<file path="config.mk">
export PLATFORM = sky130hd
export DESIGN_NAME = remote_io_command_bank
export DESIGN_NICKNAME = d
export VERILOG_FILES = /design/src/include/remote_io_pkg.sv /design/src/hdl/input_function_map.sv /design/src/hdl/output_status_map.sv /design/src/hdl/remote_io_command_bank.sv
export SDC_FILE = /design/constraint.sdc
export NUM_CORES = 1
export LEC_CHECK = 0
export BUFFER_PORTS_ARGS = -buffer_cell sky130_fd_sc_hd__buf_2
export CAP_MARGIN = 20
export CORE_MARGIN = 2
export CORE_UTILIZATION = 40
export CTS_BUF_LIST = sky130_fd_sc_hd__clkbuf_16
export CTS_CLUSTER_DIAMETER = 200
export CTS_CLUSTER_SIZE = 16
export DETAILED_ROUTE_END_ITERATION = 7
export PLACE_DENSITY = 0.62
export SETUP_SLACK_MARGIN = 0.5
export SYNTH_ARGS = -nofsm -noshare
export SYNTH_HDL_FRONTEND = slang
export SYNTH_SLANG_ARGS = --single-unit
</file>
<file path="constraint.sdc">
create_clock -name core_clk_i -period 2.03 [get_ports core_clk_i]
set_input_delay 0.1015 -clock core_clk_i [delete_from_list [all_inputs] [get_ports core_clk_i]]
set_output_delay 0.1015 -clock core_clk_i [all_outputs]
set_load 0.03 [all_outputs]
</file>
<file path="src/include/remote_io_pkg.sv">
// Constants shared by the remote I/O command bank and its mapping helpers
package remote_io_pkg;

    localparam int REG_W = 16;
    localparam int RIN_BITS = 16;
    localparam int DIN_BITS = 6;
    localparam int IN_CODE_W = 4;
    localparam int OUT_CODE_W = 5;
    localparam int IN_FUNCS = 10;
    localparam int OUT_FUNCS = 17;

    // Register addresses; even address is the upper half of a 32-bit item
    localparam logic [15:0] ADDR_GROUP_UP = 16'h0030;
    localparam logic [15:0] ADDR_GROUP_LO = 16'h0031;
    localparam logic [15:0] ADDR_INCMD_UP = 16'h007C;
    localparam logic [15:0] ADDR_INCMD_LO = 16'h007D;
    localparam logic [15:0] ADDR_OUTST_UP = 16'h007E;
    localparam logic [15:0] ADDR_OUTST_LO = 16'h007F;

    localparam logic [31:0] GROUP_RST = 32'h0000_0000;
    localparam logic [31:0] INCMD_RST = 32'h0000_0000;

    // Input function codes (index into the function vector is code - 1)
    localparam logic [3:0] IN_NONE = 4'h0;
    localparam logic [3:0] IN_SEL0 = 4'h1;
    localparam logic [3:0] IN_SEL1 = 4'h2;
    localparam logic [3:0] IN_SEL2 = 4'h3;
    localparam logic [3:0] IN_RUN_A = 4'h4;
    localparam logic [3:0] IN_RUN_B = 4'h5;
    localparam logic [3:0] IN_STYLE = 4'h6;
    localparam logic [3:0] IN_BRAKE = 4'h7;
    localparam logic [3:0] IN_SHAFT = 4'h8;
    localparam logic [3:0] IN_TOOL = 4'h9;

    // Output function codes
    localparam logic [4:0] OUT_NONE = 5'h00;
    localparam logic [4:0] OUT_RUN_A = 5'h01;
    localparam logic [4:0] OUT_RUN_B = 5'h02;
    localparam logic [4:0] OUT_STYLE = 5'h03;
    localparam logic [4:0] OUT_BRAKE = 5'h04;
    localparam logic [4:0] OUT_SHAFT = 5'h05;
    localparam logic [4:0] OUT_SEL0 = 5'h06;
    localparam logic [4:0] OUT_SEL1 = 5'h07;
    localparam logic [4:0] OUT_SEL2 = 5'h08;
    localparam logic [4:0] OUT_ALARM = 5'h09;
    localparam logic [4:0] OUT_WARN = 5'h0A;
    localparam logic [4:0] OUT_MOVE = 5'h0B;
    localparam logic [4:0] OUT_TORQUE = 5'h0C;
    localparam logic [4:0] OUT_SPEED = 5'h0D;
    localparam logic [4:0] OUT_BUSY = 5'h0E;
    localparam logic [4:0] OUT_OVLD = 5'h0F;
    localparam logic [4:0] OUT_MPWR = 5'h10;

    // Factory bit assignments, bit 0 in the lowest field
    localparam logic [63:0] IN_MAP_DEFAULT = 64'h0000_0000_7065_4321;
    localparam logic [79:0] OUT_MAP_DEFAULT = 80'h6375_E000_0399_B022_18C6;

endpackage

</file>
<file path="src/hdl/input_function_map.sv">
// Folds a group of input bits onto the input function vector by a code map
`timescale 1ns/1ps
module input_function_map
    import remote_io_pkg::*;
#(
    parameter int NBITS = 16
) (
    input wire logic [NBITS-1:0] bits_i,
    input wire logic [NBITS*IN_CODE_W-1:0] map_i,
    output logic [IN_FUNCS-1:0] func_o,
    output logic [IN_FUNCS-1:0] mapped_o
);

    always_comb begin
        func_o = '0;
        mapped_o = '0;
        for (int b = 0; b < NBITS; b++) begin
            for (int f = 0; f < IN_FUNCS; f++) begin
                if (map_i[b*IN_CODE_W +: IN_CODE_W] == IN_CODE_W'(f + 1)) begin
                    mapped_o[f] = 1'b1;
                    func_o[f] = func_o[f] | bits_i[b];
                end
            end
        end
    end

endmodule

</file>
<file path="src/hdl/output_status_map.sv">
// Places driver status functions onto the sixteen remote output bits
`timescale 1ns/1ps
module output_status_map
    import remote_io_pkg::*;
(
    input wire logic [OUT_FUNCS-1:0] status_i,
    input wire logic [RIN_BITS*OUT_CODE_W-1:0] map_i,
    output logic [RIN_BITS-1:0] bits_o
);

    logic [OUT_FUNCS:0] table_w;

    // Code zero selects a constant low
    assign table_w = {status_i, 1'b0};

    always_comb begin
        bits_o = '0;
        for (int b = 0; b < RIN_BITS; b++) begin
            if (map_i[b*OUT_CODE_W +: OUT_CODE_W] <= OUT_CODE_W'(OUT_FUNCS)) begin
                bits_o[b] = table_w[map_i[b*OUT_CODE_W +: OUT_CODE_W]];
            end
        end
    end

endmodule

</file>
<file path="src/hdl/remote_io_command_bank.sv">
// Remote I/O command registers and motor command decode of the driver
`timescale 1ns/1ps
module remote_io_command_bank
    import remote_io_pkg::*;
(
    input wire logic core_clk_i,
    input wire logic rstn_i,
    // Register port from the protocol engine
    input wire logic [15:0] reg_addr_i,
    input wire logic reg_wr_i,
    input wire logic reg_rd_i,
    input wire logic [REG_W-1:0] reg_wdata_i,
    output logic [REG_W-1:0] reg_rdata_o,
    output logic reg_ack_o,
    output logic reg_err_o,
    // Query address check
    input wire logic qry_valid_i,
    input wire logic [7:0] qry_addr_i,
    input wire logic [7:0] slave_addr_i,
    output logic qry_accept_o,
    // Configuration from the parameter store
    input wire logic three_wire_i,
    input wire logic load_hold_en_i,
    input wire logic [RIN_BITS*IN_CODE_W-1:0] remote_map_i,
    input wire logic [DIN_BITS*IN_CODE_W-1:0] direct_map_i,
    input wire logic [RIN_BITS*OUT_CODE_W-1:0] out_map_i,
    // Direct input pins, asynchronous
    input wire logic [DIN_BITS-1:0] direct_input_pins_i,
    // Driver status
    input wire logic alarm_i,
    input wire logic warning_i,
    input wire logic moving_i,
    input wire logic torque_limit_i,
    input wire logic speed_out_band_i,
    input wire logic busy_i,
    input wire logic overload_i,
    input wire logic main_power_i,
    // Motor command outputs
    output logic run_o,
    output logic dir_reverse_o,
    output logic decel_stop_o,
    output logic brake_release_on_halt_o,
    output logic shaft_free_o,
    output logic tool_unlock_o,
    output logic [2:0] op_data_sel_o
);

    function automatic logic [15:0] half_sel(input logic [31:0] word, input logic upper);
        half_sel = upper ? word[31:16] : word[15:0];
    endfunction

    // A register pair answers to both of its addresses; bit 0 is left out
    function automatic logic pair_hit(input logic [15:0] addr, input logic [15:0] base);
        pair_hit = addr[15:1] == base[15:1];
    endfunction

    logic [31:0] group_ff;
    logic [31:0] incmd_ff;
    logic [15:0] outst_ff;
    logic [15:0] nxt_outst;
    logic [REG_W-1:0] reg_rdata_ff;
    logic reg_ack_ff;
    logic reg_err_ff;
    logic qry_accept_ff;
    // Pin synchroniser stages and the accepted value
    logic [DIN_BITS-1:0] pin_s1_ff;
    logic [DIN_BITS-1:0] pin_s2_ff;
    logic [DIN_BITS-1:0] pin_s3_ff;
    logic [DIN_BITS-1:0] pin_ff;
    // Function vectors; the index is the function code minus one
    logic [IN_FUNCS-1:0] rem_func;
    logic [IN_FUNCS-1:0] rem_mapped;
    logic [IN_FUNCS-1:0] dir_func;
    logic [IN_FUNCS-1:0] dir_mapped;
    logic [IN_FUNCS-1:0] func;
    logic [OUT_FUNCS-1:0] status_vec;
    // Address and query hits
    logic hit_group;
    logic hit_incmd;
    logic hit_outst;
    logic hit_any;
    logic unmapped_acc;
    logic status_wr;
    logic own_hit;
    logic grp_hit;
    logic nxt_run;
    logic nxt_rev;
    logic nxt_decel;
    logic nxt_tool;
    logic run_ff;
    logic rev_ff;
    logic decel_ff;
    logic brake_ff;
    logic shaft_ff;
    logic tool_ff;
    logic [2:0] sel_ff;

    // Address decode; bit 0 of the address picks the half
    assign hit_group = pair_hit(reg_addr_i, ADDR_GROUP_UP);
    assign hit_incmd = pair_hit(reg_addr_i, ADDR_INCMD_UP);
    assign hit_outst = pair_hit(reg_addr_i, ADDR_OUTST_UP);
    assign hit_any = hit_group | hit_incmd | hit_outst;

    // Unmapped accesses and writes to the status pair both answer with an error
    assign unmapped_acc = (reg_rd_i | reg_wr_i) & ~hit_any;
    assign status_wr = reg_wr_i & hit_outst;

    // Group address, held in flip-flops only so power loss forgets it
    always_ff @(posedge core_clk_i or negedge rstn_i) begin
        if (!rstn_i) begin
            group_ff <= GROUP_RST;
        end else if (reg_wr_i && hit_group) begin
            if (reg_addr_i[0]) begin
                group_ff[15:0] <= reg_wdata_i;
            end else begin
                group_ff[31:16] <= reg_wdata_i;
            end
        end
    end

    // Each half updates on its own write; a split update is visible in between
    always_ff @(posedge core_clk_i or negedge rstn_i) begin
        if (!rstn_i) begin
            incmd_ff <= INCMD_RST;
        end else if (reg_wr_i && hit_incmd) begin
            if (reg_addr_i[0]) begin
                incmd_ff[15:0] <= reg_wdata_i;
            end else begin
                incmd_ff[31:16] <= reg_wdata_i;
            end
        end
    end

    // Read data, acknowledge and error, one cycle after the request
    always_ff @(posedge core_clk_i or negedge rstn_i) begin
        if (!rstn_i) begin
            reg_rdata_ff <= '0;
        end else if (reg_rd_i) begin
            if (hit_group) begin
                reg_rdata_ff <= half_sel(group_ff, ~reg_addr_i[0]);
            end else if (hit_incmd) begin
                reg_rdata_ff <= half_sel(incmd_ff, ~reg_addr_i[0]);
            end else if (hit_outst) begin
                reg_rdata_ff <= half_sel({16'h0000, outst_ff}, ~reg_addr_i[0]);
            end else begin
                reg_rdata_ff <= '0;
            end
        end
    end

    always_ff @(posedge core_clk_i or negedge rstn_i) begin
        if (!rstn_i) begin
            reg_ack_ff <= 1'b0;
            reg_err_ff <= 1'b0;
        end else begin
            reg_ack_ff <= reg_rd_i | reg_wr_i;
            // Writes to the status pair are refused, not stored
            reg_err_ff <= unmapped_acc | status_wr;
        end
    end

    // A query addressed to us or to our group is taken
    assign own_hit = qry_addr_i == slave_addr_i;
    // The whole 32-bit group value must match, so a large group number never aliases
    assign grp_hit = group_ff == {24'h000000, qry_addr_i};
    always_ff @(posedge core_clk_i or negedge rstn_i) begin
        if (!rstn_i) begin
            qry_accept_ff <= 1'b0;
        end else begin
            qry_accept_ff <= qry_valid_i & (own_hit | grp_hit);
        end
    end

    // Pins are asynchronous; a change counts once stages two and three agree
    always_ff @(posedge core_clk_i or negedge rstn_i) begin
        if (!rstn_i) begin
            pin_s1_ff <= '0;
            pin_s2_ff <= '0;
            pin_s3_ff <= '0;
            pin_ff <= '0;
        end else begin
            pin_s1_ff <= direct_input_pins_i;
            pin_s2_ff <= pin_s1_ff;
            pin_s3_ff <= pin_s2_ff;
            for (int i = 0; i < DIN_BITS; i++) begin
                if (pin_s2_ff[i] == pin_s3_ff[i]) begin
                    pin_ff[i] <= pin_s3_ff[i];
                end
            end
        end
    end

    // Remote bits fold onto functions through the configured code map
    input_function_map #(
        .NBITS(RIN_BITS)
    ) u_remote_map (
        .bits_i(incmd_ff[15:0]),
        .map_i(remote_map_i),
        .func_o(rem_func),
        .mapped_o(rem_mapped)
    );

    // Direct pins share the code table of the remote bits
    input_function_map #(
        .NBITS(DIN_BITS)
    ) u_direct_map (
        .bits_i(pin_ff),
        .map_i(direct_map_i),
        .func_o(dir_func),
        .mapped_o(dir_mapped)
    );

    // Remote and direct sources combine by OR; tool unlock has its own rule
    assign func = rem_func | dir_func;

    // Unlock stays open by default so a unit with no tool input remains usable
    always_comb begin
        if (rem_mapped[IN_TOOL-1] && dir_mapped[IN_TOOL-1]) begin
            nxt_tool = rem_func[IN_TOOL-1] & dir_func[IN_TOOL-1];
        end else if (rem_mapped[IN_TOOL-1] || dir_mapped[IN_TOOL-1]) begin
            nxt_tool = func[IN_TOOL-1];
        end else begin
            nxt_tool = 1'b1;
        end
    end

    // Run decode for both input modes
    always_comb begin
        if (three_wire_i) begin
            nxt_run = func[IN_RUN_A-1] & func[IN_RUN_B-1];
            nxt_rev = func[IN_STYLE-1];
            // Coast-halt low forces the instantaneous stop even if run is also low
            nxt_decel = func[IN_RUN_B-1];
        end else begin
            // Both directions at once is treated as a stop
            nxt_run = func[IN_RUN_A-1] ^ func[IN_RUN_B-1];
            // Reverse needs the backward bit alone
            nxt_rev = func[IN_RUN_B-1] & ~func[IN_RUN_A-1];
            nxt_decel = func[IN_STYLE-1];
        end
    end

    // Command outputs lag the register write by one cycle
    always_ff @(posedge core_clk_i or negedge rstn_i) begin
        if (!rstn_i) begin
            run_ff <= 1'b0;
            rev_ff <= 1'b0;
            decel_ff <= 1'b0;
        end else begin
            run_ff <= nxt_run;
            rev_ff <= nxt_rev;
            decel_ff <= nxt_decel;
        end
    end

    // Standstill features only act while the motor is not turning
    always_ff @(posedge core_clk_i or negedge rstn_i) begin
        if (!rstn_i) begin
            brake_ff <= 1'b0;
            shaft_ff <= 1'b0;
        end else begin
            brake_ff <= func[IN_BRAKE-1] & ~moving_i;
            shaft_ff <= load_hold_en_i & ~moving_i & func[IN_SHAFT-1];
        end
    end

    // The select index follows the combined inputs one cycle later
    always_ff @(posedge core_clk_i or negedge rstn_i) begin
        if (!rstn_i) begin
            tool_ff <= 1'b0;
            sel_ff <= 3'h0;
        end else begin
            tool_ff <= nxt_tool;
            sel_ff <= {func[IN_SEL2-1], func[IN_SEL1-1], func[IN_SEL0-1]};
        end
    end

    // Status vector in output code order, code 1 at index 0
    // The top entry is a spare code that always reads low
    assign status_vec = {1'b0, main_power_i, overload_i, busy_i, speed_out_band_i, torque_limit_i,
                         moving_i, warning_i, alarm_i,
                         func[IN_SEL2-1], func[IN_SEL1-1], func[IN_SEL0-1],
                         func[IN_SHAFT-1], func[IN_BRAKE-1], func[IN_STYLE-1],
                         func[IN_RUN_B-1], func[IN_RUN_A-1]};

    output_status_map u_out_map (
        .status_i(status_vec),
        .map_i(out_map_i),
        .bits_o(nxt_outst)
    );

    // Registered so a read sees one snapshot of all sixteen bits
    always_ff @(posedge core_clk_i or negedge rstn_i) begin
        if (!rstn_i) begin
            outst_ff <= 16'h0000;
        end else begin
            outst_ff <= nxt_outst;
        end
    end

    // Outputs come straight from the flip-flops above
    assign reg_rdata_o = reg_rdata_ff;
    assign reg_ack_o = reg_ack_ff;
    assign reg_err_o = reg_err_ff;
    assign qry_accept_o = qry_accept_ff;
    assign run_o = run_ff;
    assign dir_reverse_o = rev_ff;
    assign decel_stop_o = decel_ff;
    assign brake_release_on_halt_o = brake_ff;
    assign shaft_free_o = shaft_ff;
    assign tool_unlock_o = tool_ff;
    assign op_data_sel_o = sel_ff;

endmodule

</file>
# After elaboration in Yosys (flattened, before gate mapping)
# Index checks and enable logic that the tools add are counted.
[word_totals]
ff_bits = 132
[op_classes]
n_mux = 279
eq_ne = 209
n_bitwise = 200
n_reduce_logical = 8
magnitude_cmp = 32
[op_table]
columns = ["cell", "n"]
rows = [
  ["4-bit by 3-bit == test with 1-bit output, second input constant", 88],
  ["1-bit two-way mux", 257],
  ["1-bit OR", 185],
  ["4-bit by 2-bit == test with 1-bit output, second input constant", 44],
  ["4-bit == test, second input constant", 44],
  ["5-bit by 6-bit less-than comparator with 1-bit output, second input constant", 16],
  ["16-bit two-way mux", 6],
  ["4-bit by 1-bit == test with 1-bit output, second input constant", 22],
  ["1-bit binary-select mux with 5-bit select", 16],
  ["5-bit less-or-equal comparator, second input constant", 16],
  ["32-bit by 8-bit == test with 1-bit output", 1],
  ["15-bit by 6-bit == test with 1-bit output, second input constant", 2],
  ["15-bit by 5-bit == test with 1-bit output, second input constant", 1],
  ["1-bit AND", 9],
  ["9-bit OR", 1],
  ["8-bit == test", 1],
  ["2-bit AND reduction", 4],
  ["1-bit == test", 6],
  ["1-bit NOT", 4],
  ["1-bit logical AND", 3],
  ["1-bit logical OR", 1],
  ["1-bit bitwise XOR", 1],
]

# Depth between registers and ports, before layout
# Gate-level depths: netlist of the first run.
[logic_depth]
depth_word = 36
mapped_depth = 9

# By module
# A second synthesis of the first run with hierarchy kept.
[hier_totals]
hier_cells = 1232
area_unflattened_um2 = 11883.9
[modules_own_cells]
columns = ["module", "cells_each", "instances", "area_each_um2"]
rows = [
  ["remote_io_command_bank", 410, 1, 5560.3],
  ["output_status_map", 247, 1, 2802.7],
  ["input_function_map (u_remote_map)", 437, 1, 2590.0],
  ["input_function_map (u_direct_map)", 138, 1, 930.9],
]

# Worst setup path before layout of the first run
# No wires, ideal clock.
[synth_timing]
path_type = "reg-to-reg"
start = "reg incmd_ff[14]"
end = "reg outst_ff[11]"
t_arrival_ns = 2.087
t_required_ns = 1.898
stages_incl_launch_ff = 10
path_slack_ns = -0.189
synth_period_minus_slack_ns = 2.219
path_cell_list = "dfrtp_1 -> nor2b_1 -> a32oi_1 -> nand3_1 -> or4_4 -> nor3_4 -> buf_6 -> a211oi_1 -> o31ai_1 -> o31ai_1"
[synth_via]
elab_chain_len = 8
elab_cells_between_ends = 36
classes_between = "mux (19); bitwise (17)"
[synth_rtl]
columns = ["item", "line", "text"]
rows = [
  ["from (decl)", "remote_io_command_bank.sv:58", "logic [31:0] incmd_ff;"],
  ["from (signal assigned)", "remote_io_command_bank.sv:127", "incmd_ff[15:0] <= reg_wdata_i;"],
  ["1-bit OR", "input_function_map.sv:21", "func_o[f] = func_o[f] | bits_i[b];"],
  ["1-bit two-way mux", "input_function_map.sv:19", "if (map_i[b*IN_CODE_W +: IN_CODE_W] == IN_CODE_W'(f + 1)) begin"],
  ["1-bit OR", "input_function_map.sv:21", ""],
  ["1-bit two-way mux", "input_function_map.sv:19", ""],
  ["9-bit OR *", "remote_io_command_bank.sv:214", "assign func = rem_func | dir_func;"],
  ["1-bit binary-select mux with 5-bit select *", "output_status_map.sv:20", "bits_o[b] = table_w[map_i[b*OUT_CODE_W +: OUT_CODE_W]];"],
  ["1-bit two-way mux (not written as such) *", "output_status_map.sv:20", ""],
  ["1-bit two-way mux *", "output_status_map.sv:19", "if (map_i[b*OUT_CODE_W +: OUT_CODE_W] <= OUT_CODE_W'(OUT_FUNCS)) begin"],
  ["net nxt_outst[11]", "remote_io_command_bank.sv:60", "logic [15:0] nxt_outst;"],
  ["to (signal assigned)", "remote_io_command_bank.sv:297", "outst_ff <= nxt_outst;"],
  ["to (decl)", "remote_io_command_bank.sv:59", "logic [15:0] outst_ff;"],
]
# The timed path passes the listed nets; every way through them passes the cells marked *. The select of a mux whose other input is x is not followed.
# A chain may end at the register's enable or synchronous reset.

# Final worst setup path of the first run
[layout_timing]
start = "reg incmd_ff[5]"
end = "reg outst_ff[2]"
[layout_via]
elab_chain_len = 26
elab_cells_between_ends = 180
classes_between = "mux (91); bitwise (89)"
[layout_rtl]
columns = ["item", "line"]
rows = [
  ["1-bit OR", "input_function_map.sv:21"],
  ["1-bit two-way mux", "input_function_map.sv:19"],
  ["1-bit OR", "input_function_map.sv:21"],
  ["1-bit two-way mux", "input_function_map.sv:19"],
  ["1-bit OR", "input_function_map.sv:21"],
  ["1-bit two-way mux", "input_function_map.sv:19"],
  ["1-bit OR", "input_function_map.sv:21"],
  ["1-bit two-way mux", "input_function_map.sv:19"],
  ["(+11 left out)", "--"],
  ["1-bit two-way mux", "input_function_map.sv:19"],
  ["1-bit OR", "input_function_map.sv:21"],
  ["1-bit two-way mux", "input_function_map.sv:19"],
  ["9-bit OR *", "remote_io_command_bank.sv:214"],
  ["1-bit binary-select mux with 5-bit select *", "output_status_map.sv:20"],
  ["1-bit two-way mux (not written as such) *", "output_status_map.sv:20"],
  ["1-bit two-way mux *", "output_status_map.sv:19"],
  ["net nxt_outst[2]", "remote_io_command_bank.sv:60"],
]
# Marks and branches as above.

==> results by group, run 1 <==
CTS
  • CTS H-tree lvls: 4
  • Worst skew pair latency: 0.43 ns
  • TritonCTS clock tree: yes
  • CTS Sinks: 132
  • Max Buffers Root-to-Sink: 2
  • CTS Buf Count: 17
  • Root Driver: clkbuf_16
  • Clock-pin slew on the worst setup and hold paths: around 0.070 ns

Synthesis
  • Area contributors post-synth: dfrtp_1, mux2_2, mux4_2
  • EDFF count, synth: 0
  • Sequential area share after synthesis: a little under a third
  • Cell area after synthesis: slightly above 0.01 mm2
  • Synth Register Bits: 132
  • Syn Nets: approximately 1400
  • Ys flop type: dfrtp_1
  • Mapped Avg Cell Area: 9.26 um2
  • Synth unique cells: 72
  • Mapped Cells: 1116
  • Total number of yosys warnings: 0
  • Area share of the largest cell type after synthesis: a little under a third
  • FFs w/ async S/R, synth: 100%
  • Area leader, netlist: dfrtp_1

Global route
  • Vias in the first global route: 11700
  • Gr usage total: 33.2%
  • Total congestion overflow: 0
  • Largest net degree at the start of global routing: 55
  • Global-route wire length before repair: 67600 um
  • Initial antenna violation count: 6

Layout
  • Fillers: 2143
  • Synthesis-to-finish area growth: 56.3%
  • Commonest non-fill, non-tap cells in the layout: buf_2, buf_4, dfrtp_1
  • Register Area: 0.00331 mm2
  • Share of layout cells above drive strength 1: between 40% and 50%
  • Multi-input gate area in the final layout: 0.00748 mm2
  • Commonest non-fill, non-tap cell in the layout: buf_2
  • Nets: 1902

Pwr
  • PwrDens: around 520 mW/mm2
  • Leak Pwr: 7.06 nW
  • Maximum vdd drop: 0.000496 V

Die
  • I/O pins: 265
  • Num rows: 58
  • Die width: 165 um
  • Starting density of the core: 40.9%
  • Die area: ~0.027 mm2
  • Chip height: 165 um
  • Core Area: 0.0253 mm2

Setup path
  • Worst EP arrival: around 2.9 ns
  • WP data required: about 2.4 ns
  • Crit. End Element: flop
  • Max FO, Critical Path: 8
  • Worst R2R Setup Slack: -0.51 ns
  • Worst R2R Start: incmd_ff[5]
  • Startpoint Class: flop
  • Critical R2R Capture: outst_ff[2]
  • WS Path Type: reg2reg
  • Worst R2R Path Depth: 10

Place
  • DP HPWL: between 30000 and 40000 um
  • GP Congestion: 1.02
  • Number of port buffers: 264
  • Place WS: -0.457 ns

Detailed routing
  • Initial detailed-routing violation count: 1184
  • DR vias/cell: 6.04
  • Vias: 12100
  • DRT Pass-1 Iters: 5
  • WL/cell: 22.9 um
  • Post-Route WL: 46100 um
  • Antenna Nets Post-Route: 0
  • Post-route DRC violation count: 0

Timing
  • Slew margin rel.: approximately 50%
  • Max Freq: 0.393 GHz
  • Final Cycle Share: 125%
  • Final setup viols: 20
  • Setup TNS: -7.35 ns
  • Max Slew Vio Count: 0
  • Minimum clock period: 2.54 ns
  • Setup WS post-layout: -0.512 ns
  • RSZ-0062 raised after global routing: true
  • Worst Tran Pin Value: 0.743 ns
  • Final hold violation count: 0
  • Skew final: 0.0123 ns

Run
  • Max-cap viol count: 0

Hold path
  • Hold Path Depth: 2
  • Hold Path End: incmd_ff[19]
  • Worst min path class: in2reg
  • Worst hold path startpoint: reg_wdata_i[3]

Run status
  • Failing checks: setup timing
  • Outcome: finished, violations left
how the worst max path moves through the flow:
stage | start | slack (ns) | end
2_1_floorplan | incmd_ff[14] | -0.18 | outst_ff[11]
3_3_place_gp | incmd_ff[12] | -0.46 | outst_ff[15]
3_5_place_dp | pin_ff[1] | -0.46 | outst_ff[10]
4_1_cts | incmd_ff[11] | -0.40 | outst_ff[10]
5_1_grt | incmd_ff[11] | -0.57 | outst_ff[8]
6_report | incmd_ff[5] | -0.51 | outst_ff[2]
cell families after synthesis:
family	synth area share, %
DFF	32.0
xor gates and xnor gates	1.36
muxes	15.7
buffers and inverters	3.93
AOI/OAI and AO/OA	21.1
and+or+nand+nor	25.1
adders and majority gates	0.823
registers in the layout, indices dropped and copies added (netlist names), 3 cells and up:
name,count
pin_s3_ff,6
outst_ff,16
pin_ff,6
reg_rdata_o,16
incmd_ff,32
group_ff,32
pin_s1_ff,6
pin_s2_ff,6
op_data_sel_o,3
Yosys cell counts (25+ instances only):
cell type / count
nand2_1: 80
nor2b_1: 39
nor4_1: 38
inv_1: 41
a22oi_1: 31
nor2_1: 62
clkbuf_1: 42
mux2_2: 79
dfrtp_1: 132
o22ai_1: 36
mux2i_1: 33
nand2b_1: 35
a211oi_1: 25
o221ai_1: 28
nor3_1: 36
timing repair:
action / 4_1_cts / 5_1_grt
hold buffers: 69 / 0
setup endpoints to repair: 26 / 34
cloned: 0 / 3
hold endpoints to repair: 122 / 0
resized for setup: 56 / 109
pin swaps: 23 / 46
buffers inserted: 10 / 20
worst max-delay path: stages (launching register included):
cell	delay (ns)
dfrtp_1	0.41
nor2b_2	0.19
a22oi_2	0.16
o211ai_1	0.21
or4_4	0.50
nor3_4	0.18
buf_6	0.15
clkbuf_16	0.16
mux4_2	0.24
nor2b_1	0.05
o211a_1	0.20
report_power, final:
part | switching [mW] | internal [mW]
combinational | 1.25 | 1.08
sequential | 0.0762 | 2.73
clock | 1.44 | 1.75
metal layers:
| layer | vias up | GRT usage, % | share of wire [%] |
|---|---|---|---|
| li1 | 5512 | - | - |
| met1 | 5865 | 46.0 | 42 |
| met2 | 671 | 53.6 | 47 |
| met3 | 90 | 4.19 | 8.4 |
| met4 | 2 | 11.7 | 3.4 |
| met5 | - | 0 | 0.024 |
area by class of cell:
class	instances	area share (%)
Inverter	41	0.953
Tap cell	330	2.56
Multi-Input combinational cell	883	46.3
Antenna cell	5	0.0775
Clock buffer	17	2.63
Sequential cell	132	20.5
Timing Repair Buffer	588	26.0
Clock inverter	15	1.01
metrics by stage:
step,util (%),std cells,cell area [um2],hold slack (ns),power (mW)
2_1_floorplan,-,1116,10600,-0.194,3.73
3_3_place_gp,54.5,1871,13800,0.0902,4.79
3_5_place_dp,54.5,1871,13800,0.0916,4.80
4_1_cts,60.9,1982,15400,0.00268,8.15
5_1_grt,64.0,2011,16200,0.000456,8.63
6_report,64.0,2011,16200,0.0114,8.34
(Power assumes the default switching activity.)
==> inputs of run 2 (changes only) <==
CORE_MARGIN = not set   (was 2)
SKIP_CTS_REPAIR_TIMING = 1   (was not set)
==> run 2 against run 1 <==
Global-route usage grew 0.19 points. Flip-flop and latch count is the same. Final area shrank 1.8%. Clock power shrank 4%. First-iteration DRC count shrank 8.3%. Die area shrank 2.4%. Largest power group unchanged. Critical path depth is the same. Via count shrank 0.63%. Largest cell class unchanged. The run ends with hold timing, setup timing left. Routed wire length shrank 0.89%. Setup slack gained 0.027 ns. Critical endpoint unchanged.
==> results by group, run 2 (synthesized netlist as in run 1, its figures left out) <==
Run status
  • Outcome: finished, violations left
  • Failing checks: hold timing, setup timing

Detailed routing
  • Initial detailed-routing violation count: 1086
  • DRT Pass-1 Iters: 5
  • Vias: 12100
  • Post-Route WL: around 46000 um
  • Post-route DRC violation count: 0
  • WL/cell: around 23 um
  • Antenna Nets Post-Route: 0
  • DR vias/cell: 6.05

CTS
  • TritonCTS clock tree: yes
  • Clock-pin slew on the worst setup and hold paths: 0.07 ns
  • CTS Sinks: between 100 and 150
  • Max Buffers Root-to-Sink: 2
  • Worst skew pair latency: ~0.43 ns
  • Root Driver: clkbuf_16
  • CTS Buf Count: 17
  • CTS H-tree lvls: 4

Place
  • DP HPWL: 34900 um
  • GP Congestion: 1.04
  • Place WS: -0.541 ns
  • Number of port buffers: 264

Timing
  • Slew margin rel.: 51.5%
  • Max Slew Vio Count: 0
  • Final hold violation count: 4
  • Max Freq: between 0.3 and 0.4 GHz
  • Final setup viols: 20
  • Minimum clock period: 2.52 ns
  • Hold_ws: -0.0110 ns
  • Final Cycle Share: 124%
  • RSZ-0062 raised after global routing: true
  • Skew final: 0.0120 ns
  • Setup WS post-layout: -0.485 ns
  • Worst Tran Pin Value: 0.721 ns

Hold path
  • Worst min path class: in2reg
  • Hold Path Depth: 2
  • Worst hold path startpoint: out_map_i[32]
  • Hold Path End: outst_ff[6]

Die
  • Starting density of the core: 40.9%
  • Die width: about 160 um
  • Chip height: 163 um
  • I/O pins: 265
  • Die area: 0.0265 mm2
  • Core Area: 0.0253 mm2
  • Num rows: 58

Setup path
  • Worst R2R Path Depth: 10
  • Crit. End Element: flop
  • WP data required: between 2 and 2.5 ns
  • CP max stage delay: 0.43 ns
  • Critical R2R Capture: outst_ff[2]
  • Worst EP arrival: around 2.8 ns
  • Worst R2R Start: pin_ff[2]
  • Worst R2R Setup Slack: -0.49 ns
  • Max FO, Critical Path: 8
  • WS Path Type: reg2reg
  • Slowest stage cell, crit path: dfrtp_1
  • CP Cell Sequence: nand3b_1, buf_4, o22ai_4, or3_4, nor4_4, buf_6, clkbuf_16, mux4_2, nor2b_1, o211a_1
  • Startpoint Class: flop

Layout
  • Fin util: 62.8%
  • Share of layout cells above drive strength 1: 46.7%
  • Commonest non-fill, non-tap cells in the layout: buf_2, buf_4, dfrtp_1
  • Register Area: 0.00331 mm2
  • Largest regs: group_ff x32, incmd_ff x32
  • Commonest non-fill, non-tap cell in the layout: buf_2
  • Synthesis-to-finish area growth: 53.5%
  • Fillers: 2200
  • Nets: between 1500 and 2000
  • Multi-input gate area in the final layout: 0.00737 mm2

Pwr
  • Maximum vdd drop: 0.000514 V
  • Leak Pwr: 6.95 nW
  • PwrDens: 515 mW/mm2

Global route
  • Gr usage total: 33.4%
  • Vias in the first global route: 11200
  • Total congestion overflow: 0
  • Global-route wire length before repair: 66300 um
  • Initial antenna violation count: 2
  • Largest net degree at the start of global routing: 63

Run
  • Max-cap viol count: 0
==> run 2: routing by layer <==
layer	routed length, um	track usage [%]	up-vias
li1	-	-	5477
met1	19000	45.6	5891
met2	21400	53.4	618
met3	4010	6.72	78
met4	1270	9.47	0
met5	0	0	-
==> run 2: critical path, delay by kind of cell, from the launching register on <==
| kind | cells | cell delay, ns |
|---|---|---|
| muxes | 1 | 0.23 |
| DFF | 1 | 0.43 |
| and+or+nand+nor | 4 | 0.95 |
| buffers and inverters | 3 | 0.53 |
| AOI/OAI and AO/OA | 2 | 0.26 |
==> run 2: power by group <==
part	total, mW	switching (mW)	internal (mW)
clock	3.06	1.36	1.70
combinational	2.29	1.23	1.06
sequential	2.81	0.0789	2.73
total	8.17	2.67	5.49
==> run 2: cell type report <==
cell class                 instances  area share, %
timing repair buffer             573           25.6
tap                              330           2.60
clock inverter                    15          0.820
sequential                       132           20.8
antenna                            2         0.0315
clock buffer                      17           2.68
multi-input combinational        883           46.5
inverter                          41          0.970
==> run 2: worst max path at each step <==
stage                     slack [ns]          from  cells after the start           end
after floorplan                -0.18  incmd_ff[14]                      9  outst_ff[11]
after global placement         -0.58  incmd_ff[11]                     11  outst_ff[10]
after detailed placement       -0.54  incmd_ff[11]                     11  outst_ff[10]
after CTS                      -0.58  incmd_ff[11]                     11  outst_ff[10]
after global routing           -0.53     pin_ff[2]                     10   outst_ff[2]
final                          -0.49     pin_ff[2]                     10   outst_ff[2]
==> run 2: stage by stage <==
stage	std cells	total power [mW]	setup TNS, ns	area (um2)	hold slack [ns]
global placement	1888	4.83	-8.19	13900	0.136
finish	1993	8.17	-7.12	15900	-0.0110
detailed placement	1888	4.84	-8.01	13900	0.133
CTS	1920	7.91	-8.61	14500	-0.322
global route	1993	8.47	-8.59	15900	0.00102
floorplan	1116	3.73	-2.20	10600	-0.194
